### config.mk
export PLATFORM = sky130hd
export DESIGN_NAME = scr_device_flat
export DESIGN_NICKNAME = d
export VERILOG_FILES = /design/src/inc/scr_pkg.sv /design/src/inc/scr_link_if.sv /design/src/hdl/scr_device.sv /design/src/hdl/scr_fifo_split.sv /design/src/flat_wrapper.sv
export VERILOG_INCLUDE_DIRS = /design/src /design/src/inc
export SDC_FILE = /design/constraint.sdc
export NUM_CORES = 1
export LEC_CHECK = 0
export BUFFER_PORTS_ARGS = -buffer_cell sky130_fd_sc_hd__buf_2
export CAP_MARGIN = 20
export CORE_ASPECT_RATIO = 1.25
export CORE_UTILIZATION = 40
export CTS_BUF_LIST = sky130_fd_sc_hd__clkbuf_8
export DETAILED_ROUTE_END_ITERATION = 10
export HOLD_SLACK_MARGIN = 0.05
export PLACE_DENSITY_LB_ADDON = 0.2
export SYNTH_ARGS = -nofsm -noshare
export SYNTH_HDL_FRONTEND = slang
export SYNTH_SLANG_ARGS = --single-unit
### constraint.sdc
create_clock -name core_clk -period 1.8 [get_ports core_clk]
set_input_delay 0.18 -clock core_clk [delete_from_list [all_inputs] [get_ports core_clk]]
set_output_delay 0.18 -clock core_clk [all_outputs]
set_load 0.01 [all_outputs]
### src/inc/scr_params.svh
// Offsets, field positions, reset values and timing counts of the system config registers
`ifndef SCR_PARAMS_SVH
`define SCR_PARAMS_SVH

// Register byte offsets on the device link
`define SCR_ID_OFS        10'h050
`define SCR_BYTE_OFS      10'h064
`define SCR_HWCFG_OFS     10'h074
`define SCR_PMCTL_OFS     10'h084
`define SCR_RSTCTL_OFS    10'h1F8

// Fixed values
`define SCR_BYTE_PATTERN  32'h8765_4321
`define SCR_PART_ID       16'hA5C3
`define SCR_REVISION      16'h0001

// Hardware configuration field positions
`define SCR_READY_BIT     27
`define SCR_AMDIX2_BIT    26
`define SCR_AMDIX1_BIT    25
`define SCR_RSVD21_BIT    21
`define SCR_MBO_BIT       20
`define SCR_TXSZ_HI       19
`define SCR_TXSZ_LO       16
`define SCR_RSVD13_HI     13
`define SCR_RSVD13_LO     12
`define SCR_SOFT_RESET_TRIGGER_BIT      0

// Reset values and FIFO sizing
`define SCR_TXSZ_RESET    4'h5
`define SCR_TXSZ_MIN      4'h2
`define SCR_TXSZ_MAX      4'hE
`define SCR_TXSTS_BYTES   15'h0200
`define SCR_FIFO_TOTAL    15'h4000

// Timing: times in ns, counts derived at 10 MHz
`define SCR_CLK_NS        100
`define SCR_SETTLE_NS     1000
`define SCR_SOFT_RESET_TRIGGER_NS       500
`define SCR_SETTLE_CYC    ((`SCR_SETTLE_NS + `SCR_CLK_NS - 1) / `SCR_CLK_NS)
`define SCR_SOFT_RESET_TRIGGER_CYC      ((`SCR_SOFT_RESET_TRIGGER_NS + `SCR_CLK_NS - 1) / `SCR_CLK_NS)

// Host end register offsets on AXI4-Lite
`define SCR_H_CMD_OFS     4'h0
`define SCR_H_WDATA_OFS   4'h4
`define SCR_H_RDATA_OFS   4'h8
`define SCR_H_STAT_OFS    4'hC
`define SCR_H_GO_BIT      31
`define SCR_H_WR_BIT      16

`endif

### src/inc/scr_pkg.sv
// Types shared by both ends of the system config register link
package scr_pkg;

  typedef enum logic [2:0] {
    SCR_SETTLE = 3'b001,
    SCR_ACTIVE = 3'b010,
    SCR_SOFT_RESET_TRIGGER   = 3'b100
  } scr_dev_state_t;

  typedef enum logic [2:0] {
    SCR_H_INIT = 3'b001,
    SCR_H_IDLE = 3'b010,
    SCR_H_XFER = 3'b100
  } scr_host_state_t;

  typedef logic [9:0]  scr_addr_t;
  typedef logic [31:0] scr_word_t;

endpackage : scr_pkg

### src/inc/scr_link_if.sv
// Register link between the host processor end and the device end
`timescale 1ns/100ps
interface scr_link_if;
  import scr_pkg::*;

  // Request, held by the host until ack
  logic      req;
  logic      wr;
  scr_addr_t addr;
  scr_word_t wdata;
  // Answer, one-cycle ack with read data
  logic      ack;
  scr_word_t rdata;

  modport dev (input req, input wr, input addr, input wdata, output ack, output rdata);
  modport host (output req, output wr, output addr, output wdata, input ack, input rdata);
endinterface : scr_link_if

### src/hdl/scr_device.sv
// Device end: identity, byte-order and hardware configuration registers
// Notes on behaviour
// - Identity word: part code high, revision low
// - Byte-order register always reads 87654321h
// - Byte-order reads work during reset, not ready
// - Host may use byte-order read as spacer
// - Configuration register readable while not ready
// - Ready flag bit 27 sets after settling
// - Ready rising raises interrupt when enabled
// - Host avoids accesses while ready is clear; the host end still passes reads of byte-order, config, power and reset control
// - Ready mirrors power management bit zero
// - Crossover straps latched at reset, loader rewritable
// - Host writes zero to bit 21
// - Host writes one to bit 20
// - Transmit size field, 1KB steps, reset 5
// - Status FIFO 512 bytes, rest data
// - Host keeps transmit size at least 2KB
// - Receive side gets 16KB minus transmit
// - Host writes zeros to bits 13:12
// - Soft reset bit resets interface and registers
// - Soft reset restores defaults, kept bits stay
// - Soft reset clears errors, bit self-clears
// - Soft reset bit reads one during digital reset
// - Host reads once before trusting writes
`timescale 1ns/100ps
`include "scr_params.svh"
module scr_device
#(
  parameter logic [15:0] PART_ID       = `SCR_PART_ID,   // Arbitrary neutral value
  parameter logic [15:0] REVISION      = `SCR_REVISION,
  parameter int          SETTLE_CYCLES = `SCR_SETTLE_CYC,
  parameter int          SOFT_RESET_TRIGGER_CYCLES   = `SCR_SOFT_RESET_TRIGGER_CYC
)
(
  // Clock and reset
  input  wire logic        core_clk,
  input  wire logic        rst_n,
  // Register link
  scr_link_if.dev          link,
  // Straps and loader
  input  wire logic [1:0]  autoCrossoverStrap,
  input  wire logic        eeLoadValid,
  input  wire logic [1:0]  eeLoadCrossover,
  // Reset control and interrupt enable
  input  wire logic        digitalReset,
  input  wire logic        readyIrqEnable,
  // Host MAC error events
  input  wire logic        txErrorEvent,
  input  wire logic        rxErrorEvent,
  // Status outputs
  output logic             deviceReady,
  output logic             readyIrq,
  output logic             softResetPulse,
  output logic             transmitterError,
  output logic             receiverError,
  output logic [1:0]       autoCrossoverEnable,
  output logic             mustWriteOneBit,
  output logic [3:0]       transmitFifoSize,
  output logic [14:0]      txDataBytes,
  output logic [14:0]      txStatusBytes,
  output logic [14:0]      rxBytes
);
  import scr_pkg::*;

  if (SETTLE_CYCLES < 1 || SETTLE_CYCLES > 65535 || SOFT_RESET_TRIGGER_CYCLES < 1 || SOFT_RESET_TRIGGER_CYCLES > 65535)
  begin : g_chk
    $error("scr_device: cycle counts must fit 1..65535");
  end

  typedef struct packed {
    scr_dev_state_t st;
    logic [15:0]    cnt;
    logic           ready;
    logic [1:0]     amdix;
    logic           rsvd21;
    logic           must_write_one_bit;
    logic [3:0]     txSize;
    logic [1:0]     rsvd13;
    logic           txErr;
    logic           rxErr;
    logic           ack;
    scr_word_t      rdata;
    logic           irq;
    logic           soft_reset_trigger;
  } scr_dev_regs_t;

  scr_dev_regs_t r_reg;
  scr_dev_regs_t r_next;
  scr_word_t     hwcfg;
  logic          take;
  logic          srstStart;
  logic          errClr;

  // Configuration word as read; unassigned positions stay zero, reserved bits 21 and 13:12 read back as written
  always_comb
  begin
    hwcfg                                 = '0;
    hwcfg[`SCR_READY_BIT]                 = r_reg.ready;
    hwcfg[`SCR_AMDIX2_BIT]                = r_reg.amdix[1];
    hwcfg[`SCR_AMDIX1_BIT]                = r_reg.amdix[0];
    hwcfg[`SCR_RSVD21_BIT]                = r_reg.rsvd21;
    hwcfg[`SCR_MBO_BIT]                   = r_reg.must_write_one_bit;
    hwcfg[`SCR_TXSZ_HI:`SCR_TXSZ_LO]      = r_reg.txSize;
    hwcfg[`SCR_RSVD13_HI:`SCR_RSVD13_LO]  = r_reg.rsvd13;
    hwcfg[`SCR_SOFT_RESET_TRIGGER_BIT]                  = (r_reg.st == SCR_SOFT_RESET_TRIGGER) | digitalReset;
  end

  // A request is taken once; the ack cycle masks the still-held request
  assign take      = link.req && !r_reg.ack;
  assign srstStart = take && link.wr && r_reg.ready && (link.addr == `SCR_HWCFG_OFS)
                     && link.wdata[`SCR_SOFT_RESET_TRIGGER_BIT];
  assign errClr    = srstStart || digitalReset;

  // Next-state logic for the whole device end
  always_comb
  begin
    r_next      = r_reg;
    r_next.ack  = 1'b0;
    r_next.irq  = 1'b0;
    r_next.soft_reset_trigger = 1'b0;

    // Error flags: a new event wins over the soft reset clear
    r_next.txErr = (r_reg.txErr & ~errClr) | txErrorEvent;
    r_next.rxErr = (r_reg.rxErr & ~errClr) | rxErrorEvent;

    // Loader may rewrite the strap copies at any time except while pin reset is held
    if (eeLoadValid)
    begin
      r_next.amdix = eeLoadCrossover;
    end

    // Settling and soft reset sequencing
    unique case (r_reg.st)
      SCR_SETTLE:
      begin
        r_next.cnt = r_reg.cnt + 16'h0001;
        if (r_reg.cnt == 16'(SETTLE_CYCLES - 1))
        begin
          r_next.st    = SCR_ACTIVE;
          r_next.ready = 1'b1;
          r_next.irq   = readyIrqEnable;
        end
      end
      SCR_ACTIVE:
      begin
        r_next.cnt = '0;
      end
      SCR_SOFT_RESET_TRIGGER:
      begin
        r_next.cnt = r_reg.cnt + 16'h0001;
        if (r_reg.cnt == 16'(SOFT_RESET_TRIGGER_CYCLES - 1))
        begin
          r_next.st  = SCR_SETTLE;
          r_next.cnt = '0;
        end
      end
    endcase

    // Bus access; reads are served in every state
    if (take)
    begin
      r_next.ack = 1'b1;
      unique case (link.addr)
        `SCR_ID_OFS:     r_next.rdata = {PART_ID, REVISION};
        `SCR_BYTE_OFS:   r_next.rdata = `SCR_BYTE_PATTERN;
        `SCR_HWCFG_OFS:  r_next.rdata = hwcfg;
        `SCR_PMCTL_OFS:  r_next.rdata = {31'h0000_0000, r_reg.ready};
        default:         r_next.rdata = '0;
      endcase
      if (link.wr)
      begin
        r_next.rdata = r_reg.rdata;
      end
      // Writes count only once ready; read-only and unassigned bits are dropped, reserved bits 21 and 13:12 are stored
      if (link.wr && r_reg.ready && link.addr == `SCR_HWCFG_OFS)
      begin
        r_next.rsvd21 = link.wdata[`SCR_RSVD21_BIT];
        r_next.must_write_one_bit    = link.wdata[`SCR_MBO_BIT];
        r_next.txSize = link.wdata[`SCR_TXSZ_HI:`SCR_TXSZ_LO];
        r_next.rsvd13 = link.wdata[`SCR_RSVD13_HI:`SCR_RSVD13_LO];
      end
    end

    // Soft reset: defaults back, straps are kept across it
    if (srstStart)
    begin
      r_next.st     = SCR_SOFT_RESET_TRIGGER;
      r_next.cnt    = '0;
      r_next.ready  = 1'b0;
      r_next.rsvd21 = 1'b0;
      r_next.must_write_one_bit    = 1'b0;
      r_next.txSize = `SCR_TXSZ_RESET;
      r_next.rsvd13 = 2'b00;
      r_next.soft_reset_trigger   = 1'b1;
    end

    // Digital reset holds state, ready and the writable fields at defaults until released; straps and error events are not held
    if (digitalReset)
    begin
      r_next.st     = SCR_SETTLE;
      r_next.cnt    = '0;
      r_next.ready  = 1'b0;
      r_next.rsvd21 = 1'b0;
      r_next.must_write_one_bit    = 1'b0;
      r_next.txSize = `SCR_TXSZ_RESET;
      r_next.rsvd13 = 2'b00;
      r_next.irq    = 1'b0;
    end

    // Pin reset; straps are sampled while it is held
    if (!rst_n)
    begin
      r_next        = '0;
      r_next.st     = SCR_SETTLE;
      r_next.txSize = `SCR_TXSZ_RESET;
      r_next.amdix  = autoCrossoverStrap;
    end
  end

  always_ff @(posedge core_clk)
  begin
    r_reg <= r_next;
  end

  // Memory split follows the programmed allocation
  scr_fifo_split u_split
  (
    .core_clk      (core_clk),
    .rst_n         (rst_n),
    .txSizeKb      (r_reg.txSize),
    .txDataBytes   (txDataBytes),
    .txStatusBytes (txStatusBytes),
    .rxBytes       (rxBytes)
  );

  // Outputs straight from state
  assign link.ack            = r_reg.ack;
  assign link.rdata          = r_reg.rdata;
  assign deviceReady         = r_reg.ready;
  assign readyIrq            = r_reg.irq;
  assign softResetPulse      = r_reg.soft_reset_trigger;
  assign transmitterError    = r_reg.txErr;
  assign receiverError       = r_reg.rxErr;
  assign autoCrossoverEnable = r_reg.amdix;
  assign mustWriteOneBit     = r_reg.must_write_one_bit;
  assign transmitFifoSize    = r_reg.txSize;
endmodule : scr_device

### src/hdl/scr_fifo_split.sv
// FIFO memory split derived from the programmed transmit allocation
`timescale 1ns/100ps
`include "scr_params.svh"
module scr_fifo_split
(
  // Clock and reset
  input  wire logic        core_clk,
  input  wire logic        rst_n,
  // Allocation in kilobytes
  input  wire logic [3:0]  txSizeKb,
  // Byte counts
  output logic      [14:0] txDataBytes,
  output logic      [14:0] txStatusBytes,
  output logic      [14:0] rxBytes
);
  import scr_pkg::*;

  typedef struct packed {
    logic [14:0] txData;
    logic [14:0] rx;
  } scr_split_t;

  scr_split_t r_reg;
  scr_split_t r_next;
  logic [14:0] txBytes;

  // Status FIFO is carved out of the transmit share
  always_comb
  begin
    txBytes       = {1'b0, txSizeKb, 10'h000};
    r_next.txData = txBytes - `SCR_TXSTS_BYTES;
    r_next.rx     = `SCR_FIFO_TOTAL - txBytes;
    if (!rst_n)
    begin
      r_next = '0;
    end
  end

  always_ff @(posedge core_clk)
  begin
    r_reg <= r_next;
  end

  assign txDataBytes   = r_reg.txData;
  assign txStatusBytes = `SCR_TXSTS_BYTES;
  assign rxBytes       = r_reg.rx;
endmodule : scr_fifo_split

### src/flat_wrapper.sv
// flat-port wrapper written by rule: the top's interface ports become plain ports
module scr_device_flat import scr_pkg::*;
#(
  parameter logic [15:0] PART_ID       = `SCR_PART_ID,                             
  parameter logic [15:0] REVISION      = `SCR_REVISION,
  parameter int          SETTLE_CYCLES = `SCR_SETTLE_CYC,
  parameter int          SOFT_RESET_TRIGGER_CYCLES   = `SCR_SOFT_RESET_TRIGGER_CYC
)
  (core_clk, rst_n, autoCrossoverStrap, eeLoadValid, eeLoadCrossover, digitalReset, readyIrqEnable, txErrorEvent, rxErrorEvent, deviceReady, readyIrq, softResetPulse, transmitterError, receiverError, autoCrossoverEnable, mustWriteOneBit, transmitFifoSize, txDataBytes, txStatusBytes, rxBytes, link_req, link_wr, link_addr, link_wdata, link_ack, link_rdata);
  scr_link_if link_i ();
  input  wire logic core_clk;
  input  wire logic rst_n;
  input  wire logic [1:0] autoCrossoverStrap;
  input  wire logic eeLoadValid;
  input  wire logic [1:0] eeLoadCrossover;
  input  wire logic digitalReset;
  input  wire logic readyIrqEnable;
  input  wire logic txErrorEvent;
  input  wire logic rxErrorEvent;
  output logic deviceReady;
  output logic readyIrq;
  output logic softResetPulse;
  output logic transmitterError;
  output logic receiverError;
  output logic [1:0] autoCrossoverEnable;
  output logic mustWriteOneBit;
  output logic [3:0] transmitFifoSize;
  output logic [14:0] txDataBytes;
  output logic [14:0] txStatusBytes;
  output logic [14:0] rxBytes;
  input wire logic [$bits(link_i.req)-1:0] link_req;
  input wire logic [$bits(link_i.wr)-1:0] link_wr;
  input wire logic [$bits(link_i.addr)-1:0] link_addr;
  input wire logic [$bits(link_i.wdata)-1:0] link_wdata;
  output wire logic [$bits(link_i.ack)-1:0] link_ack;
  output wire logic [$bits(link_i.rdata)-1:0] link_rdata;
  assign link_i.req = link_req;
  assign link_i.wr = link_wr;
  assign link_i.addr = link_addr;
  assign link_i.wdata = link_wdata;
  assign link_ack = link_i.ack;
  assign link_rdata = link_i.rdata;
  scr_device #(.PART_ID(PART_ID), .REVISION(REVISION), .SETTLE_CYCLES(SETTLE_CYCLES), .SOFT_RESET_TRIGGER_CYCLES(SOFT_RESET_TRIGGER_CYCLES)) u_core (.core_clk(core_clk), .rst_n(rst_n), .link(link_i), .autoCrossoverStrap(autoCrossoverStrap), .eeLoadValid(eeLoadValid), .eeLoadCrossover(eeLoadCrossover), .digitalReset(digitalReset), .readyIrqEnable(readyIrqEnable), .txErrorEvent(txErrorEvent), .rxErrorEvent(rxErrorEvent), .deviceReady(deviceReady), .readyIrq(readyIrq), .softResetPulse(softResetPulse), .transmitterError(transmitterError), .receiverError(receiverError), .autoCrossoverEnable(autoCrossoverEnable), .mustWriteOneBit(mustWriteOneBit), .transmitFifoSize(transmitFifoSize), .txDataBytes(txDataBytes), .txStatusBytes(txStatusBytes), .rxBytes(rxBytes));
endmodule
==> flow_summary_export.csv <==
group,metric,value,unit
power_and_ir_drop,cellLeakagePower,1.544,nW
floorplanning,initial_core_util,0.4190,
drt,totalWireLength,6690,um
yosys,post_synth_num_cell_types,47,
cells_and_area,number_of_standard_cells_in_the_layout_taps_in_and_fillers_out,522,
sta,postLayoutSetupSlackWorst,166.1,ps
yosys,syn_inst,356,
yosys,syn-cell-area,3119,um2
worst_setup_path,setup.worst_path.start_class,"flop",
yosys,synth.avg_cell_area,8.762,um2
yosys,synth_top_cells_by_area,"dfxtp_1, buf_4, nor3_1, nand2_1, a21oi_1",
floorplanning,fp.coreArea,7445,um2
place,detailedPlacementHpwl,5038,um
floorplanning,floorplan.io_pins,145,
clocking,number_of_gates_given_a_new_drive_strength_after_cts,0,
yosys,yosys_register_bits,61,
place,dp_worst_setup_slack,20.05,ps
clocking,clkSlewWorstSetupHoldPaths,70,ps
worst_setup_path,crit_path_top_delay_cell,"nor4_4",
cells_and_area,largest_register_ffs,19,
place,gp_congestion,0.8038,
cells_and_area,fin_nets,484,
drt,drtIter0Drc,101,
drt,detailroute.via_count,2483,
sta,number_of_failing_setup_endpoints_in_the_final_timing_report,0,
power_and_ir_drop,vdd.ir_drop.worst,0.4322,mV
grt,grt_pass1_vias,2231,
worst_setup_path,critical_path_rt,2020,ps
cells_and_area,postLayoutCoreUtil,0.4800,
yosys,ys_warn_count,0,
yosys,synth_seq_area_share,0.3979,
yosys,yosysTopAreaCellShare,0.3787,
cells_and_area,num_antenna_cells,0,
worst_setup_path,cp_data_arrival_time,1860,ps
sta,setup-tns-final,0,ps
sta,timing_hold_violations_final,0,
clocking,cts_num_sinks,61,
clocking,tritoncts.num_buffers,9,
place,place_inst,506,
sta,post-route-min-period,1634,ps
place,place.port_buffers,76,
floorplanning,fp.dieH,100.7,um
grt,grt_util_all_layers,0.1716,
clocking,ctsHoldBuffers,0,
worst_setup_path,timing.critical_path.slowest_cell_delay,450,ps
worst_hold_path,worst_hold_path_class,"primary input to flop",
cells_and_area,multiInputGateArea,1404,um2
grt,grt_max_degree,21,
sta,fmax,612.0,MHz
drt,number_of_nets_with_antenna_violations_after_detailed_routing,0,
drt,detail_route.first_pass.iterations,4,
status,run_status,"finished clean",
cells_and_area,layout-drive-gt1-share,0.2930,
cells_and_area,filler_cell_count_in_the_final_layout,758,
sta,finalClockSkew,6.354,ps
drt,wl_per_cell,12.82,um
cells_and_area,area.sequential,1241,um2
worst_setup_path,ordered_cell_list_for_the_critical_path,"nand4b_1, nor4_4, buf_4, nor3b_1, o21ai_1",
clocking,clockRootBuffer,"clkbuf_8",
power_and_ir_drop,power_density,794.6,nW/um2
worst_setup_path,worst_setup_path_end_kind,"flop",
drt,via_per_inst,4.757,
floorplanning,die_w,80.99,um
worst_setup_path,timing_worst_setup_path_type,"flop to flop",
grt,grt.overflow.total,0,
sta,rsz_0062_raised_after_global_routing,"no",
grt,grt_antenna_before_repair,0,
clocking,ctsHtreeMaxLevel,3,
floorplanning,num_rows,35,
yosys,ys_dominant_reg_cell,"dfxtp_1",
clocking,post_cts_buffers,0,
sta,drv_slew,0,
sta,period_share,0.9077,
floorplanning,dieArea,8158,um2
worst_setup_path,critical_path.max_fanout,6,
yosys,synth_enable_flop_cells,2,
yosys,asyncSetResetFlopFracSynth,0,
drt,drc,0,
clocking,clk_buf_depth,2,
grt,grt_pass1_wl,10390,um
clocking,worstSkewPairLatency,340,ps
yosys,netlist.top_cell.by_area,"dfxtp_1",
clocking,tritoncts_clock_tree,"done",
cells_and_area,area_growth_synth_to_finish,14.56,%
sta,whs,65.39,ps
job,cap_violations,0,
==> Yosys cell counts, types with 2 or more instances <==
cell / instances
o21ai_1: 3
inv_1: 10
nor4_4: 2
conb_1: 2
and3_1: 3
nand2b_1: 10
dfxtp_1: 59
or3b_2: 3
nand3b_1: 5
nand2_1: 22
edfxtp_1: 2
nor4_1: 9
clkbuf_1: 10
xor2_1: 6
o21ai_0: 5
mux2_2: 2
a31oi_1: 3
nor3_1: 23
a21oi_1: 16
nand4_1: 4
mux2i_1: 2
nor3b_1: 3
a22o_1: 2
a211oi_1: 2
or3_1: 3
ha_1: 4
buf_4: 74
xnor2_1: 8
a22oi_1: 5
nor2b_1: 2
nand3_1: 12
nor2_1: 21
o41ai_1: 2
o21a_1: 2
and2_1: 3
==> worst max-delay path, delay by kind of cell (launching register included) <==
kind	cells	cell delay (ps)
simple gates	3	890
compound gates	1	70
buf+inv	1	210
flops	1	340
==> path summary, 6_finish.rpt <==
| check | cells past startpoint | start | endpoint | slack [ps] |
|---|---|---|---|---|
| min | 2 | readyIrqEnable | u_core.readyIrq$_SDFF_PP0_ | 70 |
| min reg2reg | 2 | u_core.link.rdata[21]$_SDFFE_PN0P_ | u_core.link.rdata[21]$_SDFFE_PN0P_ | 450 |
| max | 5 | u_core.link.ack$_SDFF_PN0_ | u_core.transmitFifoSize[2]$_SDFFE_PP1P_ | 170 |
| max reg2reg | 5 | u_core.link.ack$_SDFF_PN0_ | u_core.transmitFifoSize[2]$_SDFFE_PP1P_ | 170 |
==> cell type report <==
cell class	count	share of cell area
multi-input cells	243	0.3929
well taps	92	0.03221
clock inverters	5	0.01436
inverters	10	0.01050
flip-flops and latches	61	0.3473
clock buffers	11	0.04237
repair buffers	100	0.1604
==> power by group <==
| part | switching [mW] | internal [mW] | total (mW) |
|---|---|---|---|
| Sequential | 0.0115 | 1.38 | 1.39 |
| Clock | 0.535 | 0.705 | 1.24 |
| Combinational | 0.134 | 0.0773 | 0.211 |
==> per-layer routing <==
metal	track usage	up-vias	routed length [um]	part of all wire
li1	-	1240	-	-
met1	0.1815	1167	2695	0.40
met2	0.3116	65	3560	0.53
met3	0.02986	11	299	0.045
met4	0.1003	0	135	0.020
met5	0	-	0	0
==> cell usage in the layout, fill, tap and decap left out, types with 4 or more instances in the layout <==
| cell type | Yosys | layout |
|---|---|---|
| buf_2 | 1 | 76 |
| dfxtp_1 | 59 | 59 |
| conb_1 | 2 | 45 |
| nor3_1 | 23 | 23 |
| buf_4 | 74 | 23 |
| nand2_1 | 22 | 22 |
| nor2_1 | 21 | 21 |
| a21oi_1 | 16 | 16 |
| nand3_1 | 12 | 12 |
| inv_1 | 10 | 11 |
| clkbuf_8 | 0 | 11 |
| nand2b_1 | 10 | 10 |
| nor4_1 | 9 | 9 |
| xnor2_1 | 8 | 8 |
| xor2_1 | 6 | 6 |
| a22oi_1 | 5 | 5 |
| nand3b_1 | 5 | 5 |
| o21ai_0 | 5 | 5 |
| nand4_1 | 4 | 4 |
| ha_1 | 4 | 4 |
==> stage by stage <==
step,power (mW),area [um2]
detailed placement,1.630,3371
finish,2.839,3573
floorplan,1.620,3281
CTS,2.869,3573
global placement,1.628,3371
global route,2.948,3573
==> cells by family (layout without fill, tap and decap cells) <==
family / after synthesis / after routing / share of synthesized area
and+or+nand+nor: 133 / 133 / 0.2415
buffers and inverters: 95 / 126 / 0.2038
DFF: 61 / 61 / 0.3979
AOI/OAI and AO/OA: 43 / 43 / 0.08544
xor gates and xnor gates: 14 / 14 / 0.03931
adders and majority gates: 4 / 4 / 0.01605
muxes: 4 / 4 / 0.01364
other: 2 / 45 / 0.002408
No activity file was read; power rests on OpenSTA's default activity.
